$ cat config.mk
export PLATFORM = sky130hd
export DESIGN_NAME = acr_top
export DESIGN_NICKNAME = d
export VERILOG_FILES = /design/src/hw/acr_pkg.sv /design/src/hw/acr_div_if.sv /design/src/hw/acr_top.sv /design/src/hw/acr_sync.sv /design/src/hw/acr_bdiv.sv
export SDC_FILE = /design/constraint.sdc
export NUM_CORES = 1
export LEC_CHECK = 0
export BUFFER_PORTS_ARGS = -buffer_cell sky130_fd_sc_hd__buf_2
export CAP_MARGIN = 20
export CORE_UTILIZATION = 42
export DETAILED_ROUTE_END_ITERATION = 10
export MAX_ROUTING_LAYER = met4
export PLACE_DENSITY = 0.71
export SLEW_MARGIN = 25
export SYNTH_ARGS = -nofsm -noshare
export SYNTH_HDL_FRONTEND = slang
export SYNTH_SLANG_ARGS = --single-unit
$ cat constraint.sdc
create_clock -name clock -period 3.9 [get_ports clock]
set_clock_uncertainty 0.2 [all_clocks]
set_input_delay 0.195 -clock clock [delete_from_list [all_inputs] [get_ports clock]]
set_output_delay 0.195 -clock clock [all_outputs]
set_load 0.01 [all_outputs]
$ cat src/hw/acr_pkg.sv
// constants for the audio port clock routing block
// Operation
// RQ1: divider enable bit powers divider; reset off
// RQ2: ratio field equals value; zero means 128
// RQ3: secondary bit clock from pin one or data-out
// RQ4: secondary word clock from pin one or data-out
// RQ5: secondary data input code 00 uses pin one
// RQ6: record word clock code 000 uses pin one
// RQ7: select primary or secondary bit clock inward
// RQ8: select primary or secondary word clock inward
// RQ9: record word clock is playback or separate
// RQ10: select primary or secondary data input inward
// RQ11: primary bit clock out: internal or secondary
// RQ12: secondary bit clock out: primary or internal
// RQ13: primary word clock out: playback, record, secondary
// RQ14: secondary word clock out: primary, playback, record
// RQ15: primary data out: serial block or secondary
// RQ16: secondary data out: primary input or serial
// RQ17: divider input chosen from four source clocks
// RQ18: bit clock pin direction bit
// RQ19: word clock pin direction bit
// RQ20: inversion bit inverts both bit clocks
// RQ21: divider output is input over ratio, else static
// RQ22: software avoids reserved selector codes
package acr_pkg;

    // ----------------------------------------------------------------
    // register indices and byte addresses
    // ----------------------------------------------------------------
    localparam int          ADDR_W        = 8;
    localparam int          DATA_W        = 32;
    localparam int          REG_W         = 8;
    localparam logic [7:0]  IDX_IFC       = 8'h1B;
    localparam logic [7:0]  IDX_IFC2      = 8'h1D;
    localparam logic [7:0]  IDX_DIV       = 8'h1E;
    localparam logic [7:0]  IDX_SPS       = 8'h1F;
    localparam logic [7:0]  IDX_SIR       = 8'h20;
    localparam logic [7:0]  IDX_SOR       = 8'h21;
    localparam logic [7:0]  IDX_STAT      = 8'h3F;
    localparam logic [7:0]  ADDR_IFC      = 8'(IDX_IFC * 4);
    localparam logic [7:0]  ADDR_IFC2     = 8'(IDX_IFC2 * 4);
    localparam logic [7:0]  ADDR_DIV      = 8'(IDX_DIV * 4);
    localparam logic [7:0]  ADDR_SPS      = 8'(IDX_SPS * 4);
    localparam logic [7:0]  ADDR_SIR      = 8'(IDX_SIR * 4);
    localparam logic [7:0]  ADDR_SOR      = 8'(IDX_SOR * 4);
    localparam logic [7:0]  ADDR_STAT     = 8'(IDX_STAT * 4);

    // ----------------------------------------------------------------
    // reset values
    // ----------------------------------------------------------------
    localparam logic [7:0]  RST_DIV       = 8'h01;
    localparam logic [7:0]  RST_ZERO      = 8'h00;

    // ----------------------------------------------------------------
    // field positions
    // ----------------------------------------------------------------
    localparam int          DIV_EN        = 7;
    localparam int          RATIO_W       = 7;
    localparam int          SPS_BCLK_LSB  = 5;
    localparam int          SPS_WCLK_LSB  = 2;
    localparam int          SPS_DIN_LSB   = 0;
    localparam int          SIR_REC_LSB   = 5;
    localparam int          SIR_BCLK_SEL  = 3;
    localparam int          SIR_WCLK_SEL  = 2;
    localparam int          SIR_REC_SEL   = 1;
    localparam int          SIR_DIN_SEL   = 0;
    localparam int          SOR_PB_OUT    = 7;
    localparam int          SOR_SB_OUT    = 6;
    localparam int          SOR_PW_LSB    = 4;
    localparam int          SOR_SW_LSB    = 2;
    localparam int          SOR_PD_OUT    = 1;
    localparam int          SOR_SD_OUT    = 0;
    localparam int          IFC_BCLK_DIR  = 3;
    localparam int          IFC_WCLK_DIR  = 2;
    localparam int          IFC2_BCLK_INV = 3;
    localparam int          IFC2_BDIV_LSB = 0;

    // ----------------------------------------------------------------
    // selector codes
    // ----------------------------------------------------------------
    localparam logic [2:0]  PIN_GPIO      = 3'h0;
    localparam logic [2:0]  PIN_DOUT      = 3'h3;
    localparam logic [1:0]  DIN_GPIO      = 2'h0;
    localparam logic [1:0]  PW_PLAY       = 2'h0;
    localparam logic [1:0]  PW_REC        = 2'h1;
    localparam logic [1:0]  PW_SEC        = 2'h2;
    localparam logic [1:0]  SW_PRIM       = 2'h0;
    localparam logic [1:0]  SW_PLAY       = 2'h1;
    localparam logic [1:0]  SW_REC        = 2'h2;
    localparam logic [1:0]  BDIV_PB_PROC  = 2'h0;
    localparam logic [1:0]  BDIV_PB_MOD   = 2'h1;
    localparam logic [1:0]  BDIV_REC_PROC = 2'h2;
    localparam logic [1:0]  BDIV_REC_MOD  = 2'h3;
    localparam logic [7:0]  RATIO_ZERO_N  = 8'h80;

endpackage

$ cat src/hw/acr_div_if.sv
// carrier between the register side and the bit clock divider
`timescale 1ns/100ps
`default_nettype none
interface acr_div_if;
    logic       enable;
    logic [6:0] ratio;
    logic       tick;
    logic       bclk;
    logic       running;

    modport ctl (output enable, output ratio, output tick,
                 input bclk, input running);
    modport div (input enable, input ratio, input tick,
                 output bclk, output running);
endinterface
`default_nettype wire

$ cat src/hw/acr_top.sv
// audio port clock routing: registers, divider and pin routing
//
// Added by the designer: the Avalon-MM register port.
`timescale 1ns/100ps
`default_nettype none
module acr_top
    import acr_pkg::*;
(
    // clock and reset
    input  wire logic                    clock,
    input  wire logic                    rst,
    // register bus
    input  wire logic [acr_pkg::ADDR_W-1:0] avs_address,
    input  wire logic                    avs_read,
    input  wire logic                    avs_write,
    input  wire logic [acr_pkg::DATA_W-1:0] avs_writedata,
    output var  logic [acr_pkg::DATA_W-1:0] avs_readdata,
    output logic                         avs_waitrequest,
    // source clock edge strobes for the divider
    input  wire logic                    pb_proc_edge,
    input  wire logic                    pb_mod_edge,
    input  wire logic                    rec_proc_edge,
    input  wire logic                    rec_mod_edge,
    // internal frame clocks and serial block output
    input  wire logic                    playback_frame_clock,
    input  wire logic                    record_frame_clock,
    input  wire logic                    si_dout,
    // primary pins and general pin one
    input  wire logic                    bclk_pin_i,
    output var  logic                    bclk_pin_o,
    output var  logic                    bclk_pin_oe_n,
    input  wire logic                    wclk_pin_i,
    output var  logic                    wclk_pin_o,
    output var  logic                    wclk_pin_oe_n,
    input  wire logic                    din_pin_i,
    input  wire logic                    dout_pin_i,
    output var  logic                    dout_pin_o,
    output var  logic                    dout_pin_oe_n,
    input  wire logic                    general_pin_one_i,
    // secondary outputs
    output var  logic                    sec_bclk_out,
    output var  logic                    sec_wclk_out,
    output var  logic                    sec_dout_out,
    // toward serial interface and clock generator
    output var  logic                    si_bclk,
    output var  logic                    si_wclk,
    output var  logic                    si_rec_wclk,
    output var  logic                    si_din,
    output var  logic                    clock_generator_bclk
);
    // ----------------------------------------------------------------
    // declarations
    // ----------------------------------------------------------------
    logic [REG_W-1:0] ifc_q;
    logic [REG_W-1:0] ifc2_q;
    logic [REG_W-1:0] div_q;
    logic [REG_W-1:0] sps_q;
    logic [REG_W-1:0] sir_q;
    logic [REG_W-1:0] sor_q;
    logic             done_q;
    logic             req;
    logic             accept;
    logic             wr_acc;
    logic [REG_W-1:0] wr_byte;
    logic [REG_W-1:0] rd_mux;
    logic [REG_W-1:0] status;
    logic [4:0]       pin_raw;
    logic [4:0]       pin_s;
    logic             bclk_s;
    logic             wclk_s;
    logic             din_s;
    logic             dout_s;
    logic             gpio_s;
    logic [2:0]       sb_src;
    logic [2:0]       sw_src;
    logic [1:0]       sd_src;
    logic [2:0]       rw_src;
    logic [1:0]       pw_sel;
    logic [1:0]       sw_sel;
    logic [1:0]       bdiv_sel;
    logic             sec_bclk;
    logic             sec_wclk;
    logic             sec_din;
    logic             sec_rwclk;
    logic             gen_bclk;
    logic             in_bclk;
    logic             in_wclk;
    logic             rec_wclk;
    logic             in_din;
    logic             pb_o;
    logic             pw_o;
    logic             sb_o;
    logic             sw_o;
    logic             pd_o;
    logic             sd_o;
    logic             dout_in_use;
    logic             div_tick;

    acr_div_if dvi ();

    // ----------------------------------------------------------------
    // pin synchronisers
    // ----------------------------------------------------------------
    assign pin_raw = {general_pin_one_i, dout_pin_i, din_pin_i,
                      wclk_pin_i, bclk_pin_i};

    acr_sync #(
        .WIDTH (5)
    ) u_sync (
        .clock    (clock),
        .rst      (rst),
        .async_in (pin_raw),
        .sync_out (pin_s)
    );

    assign bclk_s = pin_s[0];
    assign wclk_s = pin_s[1];
    assign din_s  = pin_s[2];
    assign dout_s = pin_s[3];
    assign gpio_s = pin_s[4];

    // ----------------------------------------------------------------
    // register bus: one wait state per access
    // ----------------------------------------------------------------
    assign req             = avs_read | avs_write;
    assign accept          = req & done_q;
    assign wr_acc          = avs_write & done_q;
    assign wr_byte         = avs_writedata[REG_W-1:0];
    assign avs_waitrequest = req & ~done_q;

    always_ff @(posedge clock)
    begin
        if (rst)
            done_q <= 1'b0;
        else
            done_q <= req & ~done_q;
    end

    always_ff @(posedge clock)
    begin
        if (rst)
        begin
            ifc_q  <= RST_ZERO;
            ifc2_q <= RST_ZERO;
            div_q  <= RST_DIV;  // see RQ1
            sps_q  <= RST_ZERO;
            sir_q  <= RST_ZERO;
            sor_q  <= RST_ZERO;
        end
        else if (wr_acc)
        begin
            case (avs_address)
                ADDR_IFC:  ifc_q  <= wr_byte;
                ADDR_IFC2: ifc2_q <= wr_byte;
                ADDR_DIV:  div_q  <= wr_byte;
                ADDR_SPS:  sps_q  <= wr_byte;
                ADDR_SIR:  sir_q  <= wr_byte;
                ADDR_SOR:  sor_q  <= wr_byte;
                default:   ;
            endcase
        end
    end

    assign status = {3'h0, dout_in_use, sec_wclk, sec_bclk,
                     gen_bclk, dvi.running};

    always_comb
    begin
        case (avs_address)
            ADDR_IFC:  rd_mux = ifc_q;
            ADDR_IFC2: rd_mux = ifc2_q;
            ADDR_DIV:  rd_mux = div_q;
            ADDR_SPS:  rd_mux = sps_q;
            ADDR_SIR:  rd_mux = sir_q;
            ADDR_SOR:  rd_mux = sor_q;
            ADDR_STAT: rd_mux = status;
            default:   rd_mux = RST_ZERO;
        endcase
    end

    always_ff @(posedge clock)
    begin
        if (rst)
            avs_readdata <= '0;
        else if (avs_read && !done_q)
            avs_readdata <= {{(DATA_W-REG_W){1'b0}}, rd_mux};
    end

    // ----------------------------------------------------------------
    // bit clock divider
    // ----------------------------------------------------------------
    assign bdiv_sel = ifc2_q[IFC2_BDIV_LSB +: 2];
    assign div_tick = (bdiv_sel == BDIV_PB_PROC)  ? pb_proc_edge  :
                      (bdiv_sel == BDIV_PB_MOD)   ? pb_mod_edge   :
                      (bdiv_sel == BDIV_REC_PROC) ? rec_proc_edge :
                                                    rec_mod_edge;
                                                    // see RQ17
    assign dvi.enable = div_q[DIV_EN];               // see RQ1
    assign dvi.ratio  = div_q[RATIO_W-1:0];          // see RQ2
    assign dvi.tick   = div_tick;

    acr_bdiv u_bdiv (
        .clock (clock),
        .rst   (rst),
        .dv    (dvi.div)
    );

    // ----------------------------------------------------------------
    // secondary sources; reserved codes give a low level
    // ----------------------------------------------------------------
    assign sb_src    = sps_q[SPS_BCLK_LSB +: 3];
    assign sw_src    = sps_q[SPS_WCLK_LSB +: 3];
    assign sd_src    = sps_q[SPS_DIN_LSB +: 2];
    assign rw_src    = sir_q[SIR_REC_LSB +: 3];
    assign sec_bclk  = (sb_src == PIN_GPIO) ? gpio_s :
                       (sb_src == PIN_DOUT) ? dout_s : 1'b0; // see RQ3
    assign sec_wclk  = (sw_src == PIN_GPIO) ? gpio_s :
                       (sw_src == PIN_DOUT) ? dout_s : 1'b0; // see RQ4
    assign sec_din   = (sd_src == DIN_GPIO) & gpio_s;        // see RQ5
    assign sec_rwclk = (rw_src == PIN_GPIO) & gpio_s;        // see RQ6
    assign dout_in_use = (sb_src == PIN_DOUT) | (sw_src == PIN_DOUT);

    // ----------------------------------------------------------------
    // inward selection
    // ----------------------------------------------------------------
    assign gen_bclk = dvi.bclk ^ ifc2_q[IFC2_BCLK_INV];   // see RQ20
    assign in_bclk  = (sir_q[SIR_BCLK_SEL] ? sec_bclk : bclk_s)
                      ^ ifc2_q[IFC2_BCLK_INV];            // see RQ7
    assign in_wclk  = sir_q[SIR_WCLK_SEL] ? sec_wclk : wclk_s; // see RQ8
    assign rec_wclk = sir_q[SIR_REC_SEL] ? sec_rwclk : in_wclk; // see RQ9
    assign in_din   = sir_q[SIR_DIN_SEL] ? sec_din : din_s; // see RQ10

    // ----------------------------------------------------------------
    // outward selection
    // ----------------------------------------------------------------
    assign pw_sel = sor_q[SOR_PW_LSB +: 2];
    assign sw_sel = sor_q[SOR_SW_LSB +: 2];
    assign pb_o   = sor_q[SOR_PB_OUT] ? sec_bclk : gen_bclk; // see RQ11
    assign sb_o   = sor_q[SOR_SB_OUT] ? gen_bclk : bclk_s;   // see RQ12
    assign pw_o   = (pw_sel == PW_PLAY) ? playback_frame_clock :
                    (pw_sel == PW_REC)  ? record_frame_clock   :
                    (pw_sel == PW_SEC)  ? sec_wclk : 1'b0;   // see RQ13
    assign sw_o   = (sw_sel == SW_PRIM) ? wclk_s               :
                    (sw_sel == SW_PLAY) ? playback_frame_clock :
                    (sw_sel == SW_REC)  ? record_frame_clock   :
                                          1'b0;              // see RQ14
    assign pd_o   = sor_q[SOR_PD_OUT] ? sec_din : si_dout;   // see RQ15
    assign sd_o   = sor_q[SOR_SD_OUT] ? si_dout : din_s;     // see RQ16

    // ----------------------------------------------------------------
    // registered pin and block outputs
    // ----------------------------------------------------------------
    always_ff @(posedge clock)
    begin
        if (rst)
        begin
            bclk_pin_o    <= 1'b0;
            bclk_pin_oe_n <= 1'b1;
            wclk_pin_o    <= 1'b0;
            wclk_pin_oe_n <= 1'b1;
            dout_pin_o    <= 1'b0;
            dout_pin_oe_n <= 1'b0;
            sec_bclk_out  <= 1'b0;
            sec_wclk_out  <= 1'b0;
            sec_dout_out  <= 1'b0;
        end
        else
        begin
            bclk_pin_o    <= pb_o;
            bclk_pin_oe_n <= ~ifc_q[IFC_BCLK_DIR]; // see RQ18
            wclk_pin_o    <= pw_o;
            wclk_pin_oe_n <= ~ifc_q[IFC_WCLK_DIR]; // see RQ19
            dout_pin_o    <= pd_o;
            dout_pin_oe_n <= dout_in_use;
            sec_bclk_out  <= sb_o;
            sec_wclk_out  <= sw_o;
            sec_dout_out  <= sd_o;
        end
    end

    always_ff @(posedge clock)
    begin
        if (rst)
        begin
            si_bclk              <= 1'b0;
            si_wclk              <= 1'b0;
            si_rec_wclk          <= 1'b0;
            si_din               <= 1'b0;
            clock_generator_bclk <= 1'b0;
        end
        else
        begin
            si_bclk              <= in_bclk;
            si_wclk              <= in_wclk;
            si_rec_wclk          <= rec_wclk;
            si_din               <= in_din;
            clock_generator_bclk <= in_bclk; // see RQ7
        end
    end
endmodule
`default_nettype wire

$ cat src/hw/acr_sync.sv
// two flip-flop synchroniser bank for pin inputs
`timescale 1ns/100ps
`default_nettype none
module acr_sync #(
    parameter int WIDTH = 5
) (
    // clock and reset
    input  wire logic             clock,
    input  wire logic             rst,
    // levels
    input  wire logic [WIDTH-1:0] async_in,
    output var  logic [WIDTH-1:0] sync_out
);
    logic [WIDTH-1:0] meta_q;

    initial
    begin
        if (WIDTH < 1)
            $error("acr_sync: WIDTH must be at least 1");
    end

    // ----------------------------------------------------------------
    // one synchroniser per bit
    // ----------------------------------------------------------------
    for (genvar i = 0; i < WIDTH; i++)
    begin : g_bit
        always_ff @(posedge clock)
        begin
            if (rst)
            begin
                meta_q[i]   <= 1'b0;
                sync_out[i] <= 1'b0;
            end
            else
            begin
                meta_q[i]   <= async_in[i];
                sync_out[i] <= meta_q[i];
            end
        end
    end
endmodule
`default_nettype wire

$ cat src/hw/acr_bdiv.sv
// programmable divide-by-n bit clock divider
`timescale 1ns/100ps
`default_nettype none
module acr_bdiv
    import acr_pkg::*;
(
    // clock and reset
    input  wire logic clock,
    input  wire logic rst,
    // control and output
    acr_div_if.div    dv
);
    logic [7:0] cnt_q;
    logic [7:0] cnt_d;
    logic [7:0] ratio_n;
    logic       last_edge;
    logic       bclk_q;

    // code zero selects 128, others their own value
    assign ratio_n   = (dv.ratio == '0) ? RATIO_ZERO_N
                                        : {1'b0, dv.ratio}; // see RQ2
    assign last_edge = (cnt_q == 8'(ratio_n - 8'h01));
    assign cnt_d     = last_edge ? 8'h00 : 8'(cnt_q + 8'h01);
    assign dv.bclk    = bclk_q;
    assign dv.running = dv.enable;

    // ----------------------------------------------------------------
    // divider: one output edge every ratio source edges
    // ----------------------------------------------------------------
    always_ff @(posedge clock)
    begin
        if (rst || !dv.enable)
        begin
            cnt_q  <= 8'h00;  // see RQ1
            bclk_q <= 1'b0;   // see RQ21
        end
        else if (dv.tick)
        begin
            cnt_q <= cnt_d;
            if (last_edge)
                bclk_q <= ~bclk_q; // see RQ21
        end
    end
endmodule
`default_nettype wire

; ---- After elaboration in Yosys (flattened, before gate mapping)
; Index checks and enable logic that the tools add are counted.
[word_totals]
ramBits = 0
regBits = 89
out_inout_bits = 47
latch_bits = 0
in_bits = 56
n_memories = 0
romBits = 0
wordCells = 106
[classes]
shifts = 0
n_bitwise = 12
div_mod_pow = 0
n_lt_le_gt_ge = 0
n_reduce_logical = 19
mux = 24
eq_ne = 16
n_mul = 0
n_addsub = 2
[op_table]
columns = op, count
row1 = one-hot mux 8 bit (7 select lines), 1
row2 = == test 8 x 7 -> 1 bit (second input constant), 4
row3 = == test 8 bit (second input constant), 3
row4 = two-way mux 1 bit, 21
row5 = two-way mux 8 bit, 2
row6 = AND reduction 2 bit, 7
row7 = logical NOT 3 bit, 3
row8 = adder 8 x 1 -> 8 bit (second input constant), 1
row9 = == test 8 bit, 1
row10 = logical NOT 2 bit, 4
row11 = subtractor 8 x 1 -> 8 bit (second input constant), 1
row12 = logical NOT 7 bit, 1
row13 = == test 2 x 1 -> 1 bit (second input constant), 3
row14 = == test 2 bit (second input constant), 3
row15 = == test 3 x 2 -> 1 bit (second input constant), 2
row16 = bitwise AND 1 bit, 4
row17 = inverter 1 bit, 4
row18 = logical NOT 1 bit, 2
row19 = bitwise OR 1 bit, 2
row20 = XOR 1 bit, 2
row21 = logical AND 1 bit, 1
row22 = logical OR 1 bit, 1

; ---- Depth between registers and ports, before layout
[depth]
depth_word = 6
mapped_depth = 9
ltp_nobuf = 8

; ---- Modules after synthesis
; From an unflattened synthesis, not the netlist that was laid out.
[unflattened]
hier_cells = 489
hier_area_um2 = 4419.2
[by_module_without_submodules]
columns = mod, area_per_inst_um2, n_inst, seq_area_each_um2, cells_each
row1 = acr_top, 3370.7, 1, 1401.3, 375
row2 = acr_bdiv, 785.8, 1, 180.2, 94
row3 = acr_sync, 262.8, 1, 200.2, 20

; ---- Worst setup path before layout
; No wires, ideal clock.
[synth_timing]
path_kind = register -> register
startpoint = register div_q[0]
endpoint = register u_bdiv.bclk_q, in the netlist u_bdiv.dv.bclk
arrival_ns = 1.768
stages_incl_launch_ff = 9
setup_slack_ns = 1.862
synth_period_minus_slack_ns = 2.038
n_path_buf = 0
setup_ns = 0.070
cell_sequence = dfxtp_1 > inv_1 > ha_1 > nor4_1 > nand3_1 > a21oi_1 > o221ai_2 > or3_1 > a21boi_1
[synth_between]
elab_chain_cells = 5
[synth_rtl]
columns = element, line_no
row1 = from (decl), acr_top.sv:56  ; logic [REG_W-1:0] div_q;
row2 = from (signal assigned), acr_top.sv:155  ; ADDR_DIV: div_q <= wr_byte;
row3 = logical NOT 7 bit, acr_bdiv.sv:20  ; assign ratio_n = (dv.ratio == '0) ? RATIO_ZERO_N
row4 = two-way mux 8 bit (*), acr_bdiv.sv:20
row5 = subtractor 8 x 1 -> 8 bit (*), acr_bdiv.sv:22  ; assign last_edge = (cnt_q == 8'(ratio_n - 8'h01));
row6 = == test 8 bit (*), acr_bdiv.sv:22
row7 = AND reduction 2 bit (no source line) (*), -
row8 = to (signal assigned), acr_bdiv.sv:41  ; bclk_q <= ~bclk_q;
row9 = to (decl), acr_bdiv.sv:17  ; logic bclk_q;
; Mark *: on every way between the ends. The rest lies on a longest branch, timed or not.
; A chain may end at the register's enable or synchronous reset.

; ---- Worst setup path after layout
; Same ends and word-level chain as after synthesis.

==> impl_metrics.env <==
export IMPL_num_nets_final=599
export IMPL_cp_end_kind="flip-flop"
export IMPL_synth_top_cell_area_share_pct=41.4
export IMPL_instances_no_fill=678
export IMPL_power_density_mw_per_mm2=356
export IMPL_die_area_mm2=0.0107
export IMPL_synth_edf_count=0
export IMPL_avgRoutedWirePerCell_um=16.5
export IMPL_required_ns=4.00
export IMPL_slew_violations=0
export IMPL_diodes=0
export IMPL_finalCritPeriodShare_pct=60.1
export IMPL_critPathMaxFanout=6
export IMPL_die_w_um=103
export IMPL_post_synth_cell_area_avg_um2=9.02
export IMPL_seq_area_frac_synth_pct=41.4
export IMPL_synth_ff_type="dfxtp_1"
export IMPL_cts_tree="built"
export IMPL_tightest_slew_ns=0.856
export IMPL_totalWireLength_um=11200
export IMPL_min_path_type="input port to flip-flop"
export IMPL_clk_pin_slew_ns=0.09
export IMPL_relSlewSlack_pct=43.0
export IMPL_routed_top_layer="met4"
export IMPL_run_status="complete, no violations"
export IMPL_syn_area_mm2=0.00430
export IMPL_drive_gt1_share_pct=16.7
export IMPL_antenna_found_initial=0
export IMPL_slowest_stage="dfxtp_1"
export IMPL_numPlacedInstances=644
export IMPL_cp_top_family="simple AND/OR/NAND/NOR gates"
export IMPL_cts_made_buffers=9
export IMPL_drcViolationCount=0
export IMPL_setup_worst_path_start_class="flip-flop"
export IMPL_grt_pass1_wl_um=17500
export IMPL_htreeDepth=3
export IMPL_placementRows=36
export IMPL_ys_seq_elements=89
export IMPL_hold_violations=0
export IMPL_syn_inst=477
export IMPL_clkSinkCount=89
export IMPL_track_usage_pct=23.0
export IMPL_rsz0062_at_grt="no"
export IMPL_yosysTopAreaCell="dfxtp_1"
export IMPL_fin_crit_ns=2.34
export IMPL_setup_viol=0
export IMPL_cp_buffers_inverters=1
export IMPL_root_buffer="clkbuf_8"
export IMPL_max_stage_delay_ns=0.41
export IMPL_crit_type="flip-flop to flip-flop"
export IMPL_yosysWarnings=0
export IMPL_routed_wl_met2_um=5330
export IMPL_pin_count=103
export IMPL_crit_chain="inv_1 -> ha_1 -> nor4_1 -> nand3_1 -> a21oi_1 -> o221ai_2 -> or3_1 -> a21boi_1"
export IMPL_area_growth_pct=15.0
export IMPL_start_util_pct=43.6
export IMPL_arrival_ns=2.45
export IMPL_ir_drop_uv=203
export IMPL_synth_area_top_cells="dfxtp_1 (41%), mux2i_1 (10%), nor2_1 (5.9%)"
export IMPL_wl_met3_um=653
export IMPL_vias=3581
export IMPL_p_leak_nw=1.85
export IMPL_grt_pass1_vias=3285
export IMPL_final_antenna_net_count=0
export IMPL_fmax_mhz=427
export IMPL_power_total_mw=1.76
export IMPL_synthArstFlopShare_pct=0
export IMPL_cts_resized=0
export IMPL_setup_tns_ns=0
export IMPL_grt_max_degree=49
export IMPL_clock_latency_ns=0.37
export IMPL_gp_congestion=0.893
export IMPL_drt_first_pass_iters=5
export IMPL_die_h_um=103
export IMPL_overflow=0
export IMPL_dpl_hpwl_um=8110
export IMPL_synthDistinctLibCells=70
export IMPL_drt_iter0_drc=216
export IMPL_core_mm2=0.00986
export IMPL_drv_cap=0
export IMPL_drt_met1_wl_um=5100
export IMPL_io_buffer_count=54
export IMPL_clk_path_buf_depth=2
export IMPL_vias_per_cell=5.28
## worst register-to-register path, cell delays in order (launching register included)
cell and delay (ns):
dfxtp_1 0.41, inv_1 0.10, ha_1 0.23, nor4_1 0.38
nand3_1 0.13, a21oi_1 0.20, o221ai_2 0.15, or3_1 0.32
a21boi_1 0.15
## path summary, 6_finish.rpt
kind,cells past startpoint,endpoint,start,slack [ns]
max,8,u_bdiv.dv.bclk,div_q[0],1.56
min,4,avs_readdata[1],avs_address[0],0.09
max reg2reg,8,u_bdiv.dv.bclk,div_q[0],1.56
min reg2reg,1,u_sync.sync_out[0],u_sync.meta_q[0],0.24
## cell usage after synthesis (all sizes together) (4+ instances only)
library cell	count
o21ai	16
and3	4
clkbuf	8
nor2	69
a22oi	10
dfxtp	89
xor2	8
nand2b	4
xnor2	7
and2	5
buf	37
nand2	36
nor2b	16
nand3	23
inv	5
o21a	8
nor3	7
a21oi	25
mux2i	43
## layer usage
metal	vias to the layer above	global-route usage (%)
met4	0	6.28
met3	12	3.49
met1	1678	30.0
met2	140	37.2
met5	-	-
li1	1751	-
## cells by family after synthesis
group                    share of synthesized area (%)
AND/OR/NAND/NOR                                   22.7
flip-flops                                        41.4
XOR/XNOR                                          3.05
adder cells (fa/ha/maj)                          0.872
AO/OA/AOI/OAI                                     13.6
multiplexers                                      11.0
other                                           0.0871
buffers and inverters                             7.30
## sequential cells by signal (all words and copies together), names as in the netlist, 5 cells and up
name / count
ifc_q: 8
u_sync.meta_q: 5
sps_q: 8
u_bdiv.cnt_q: 8
div_q: 8
sor_q: 8
sir_q: 8
avs_readdata: 8
ifc2_q: 8
u_sync.sync_out: 5
## through the flow
stage	instance area, um2	hold WS [ns]	utilization [%]	worst slack, ns
floorplan	4390	0.113	-	1.86
finish	4950	0.0924	50.2	1.56
global route	4950	0.124	50.2	1.38
CTS	4950	0.0872	50.2	1.60
global placement	4550	0.203	46.1	1.42
detailed placement	4550	0.211	46.1	1.42
## area by class of cell
cell class                 count  area [um2]
timing repair buffer          74         465
fill                         915        4910
inverter                       5        18.8
clock buffer                  10         128
sequential                    89        1780
clock inverter                 6        96.3
multi-input combinational    361        2290
tap                          133         166
## placed cells by master (no fill, tap or decap), drive strengths merged, types with 2 or more instances in the layout
master       instances
nand3b               3
nor2b               16
clkbuf              10
a21boi               2
nor3b                2
bufinv               2
and2b                2
nor2                69
nor3                 7
a22o                 2
nand4                3
and2                 5
a211oi               3
ha                   3
buf                 56
a21oi               25
mux2i               43
xor2                 8
nand3               23
dlygate4sd3         18
or3                  2
a22oi               10
o21a                 8
a221oi               3
conb                24
nand2b               4
a32o                 3
nand2               36
xnor2                7
o2bb2ai              2
inv                  8
o21ai               16
and3                 4
o22ai                2
nor4                 3
mux2                 2
dfxtp               89
## power breakdown
| group | switching (mW) | internal (mW) |
|---|---|---|
| combinational | 0.0761 | 0.0436 |
| clock | 0.350 | 0.370 |
| sequential | 0.00368 | 0.917 |
## what timing repair did
action,4_1_cts,5_1_grt
setup endpoints to repair,0,0
endpoints found under the hold margin,29,0
setup buffers,0,0
hold buffers,18,0
Power figures use the tool's default switching activity.
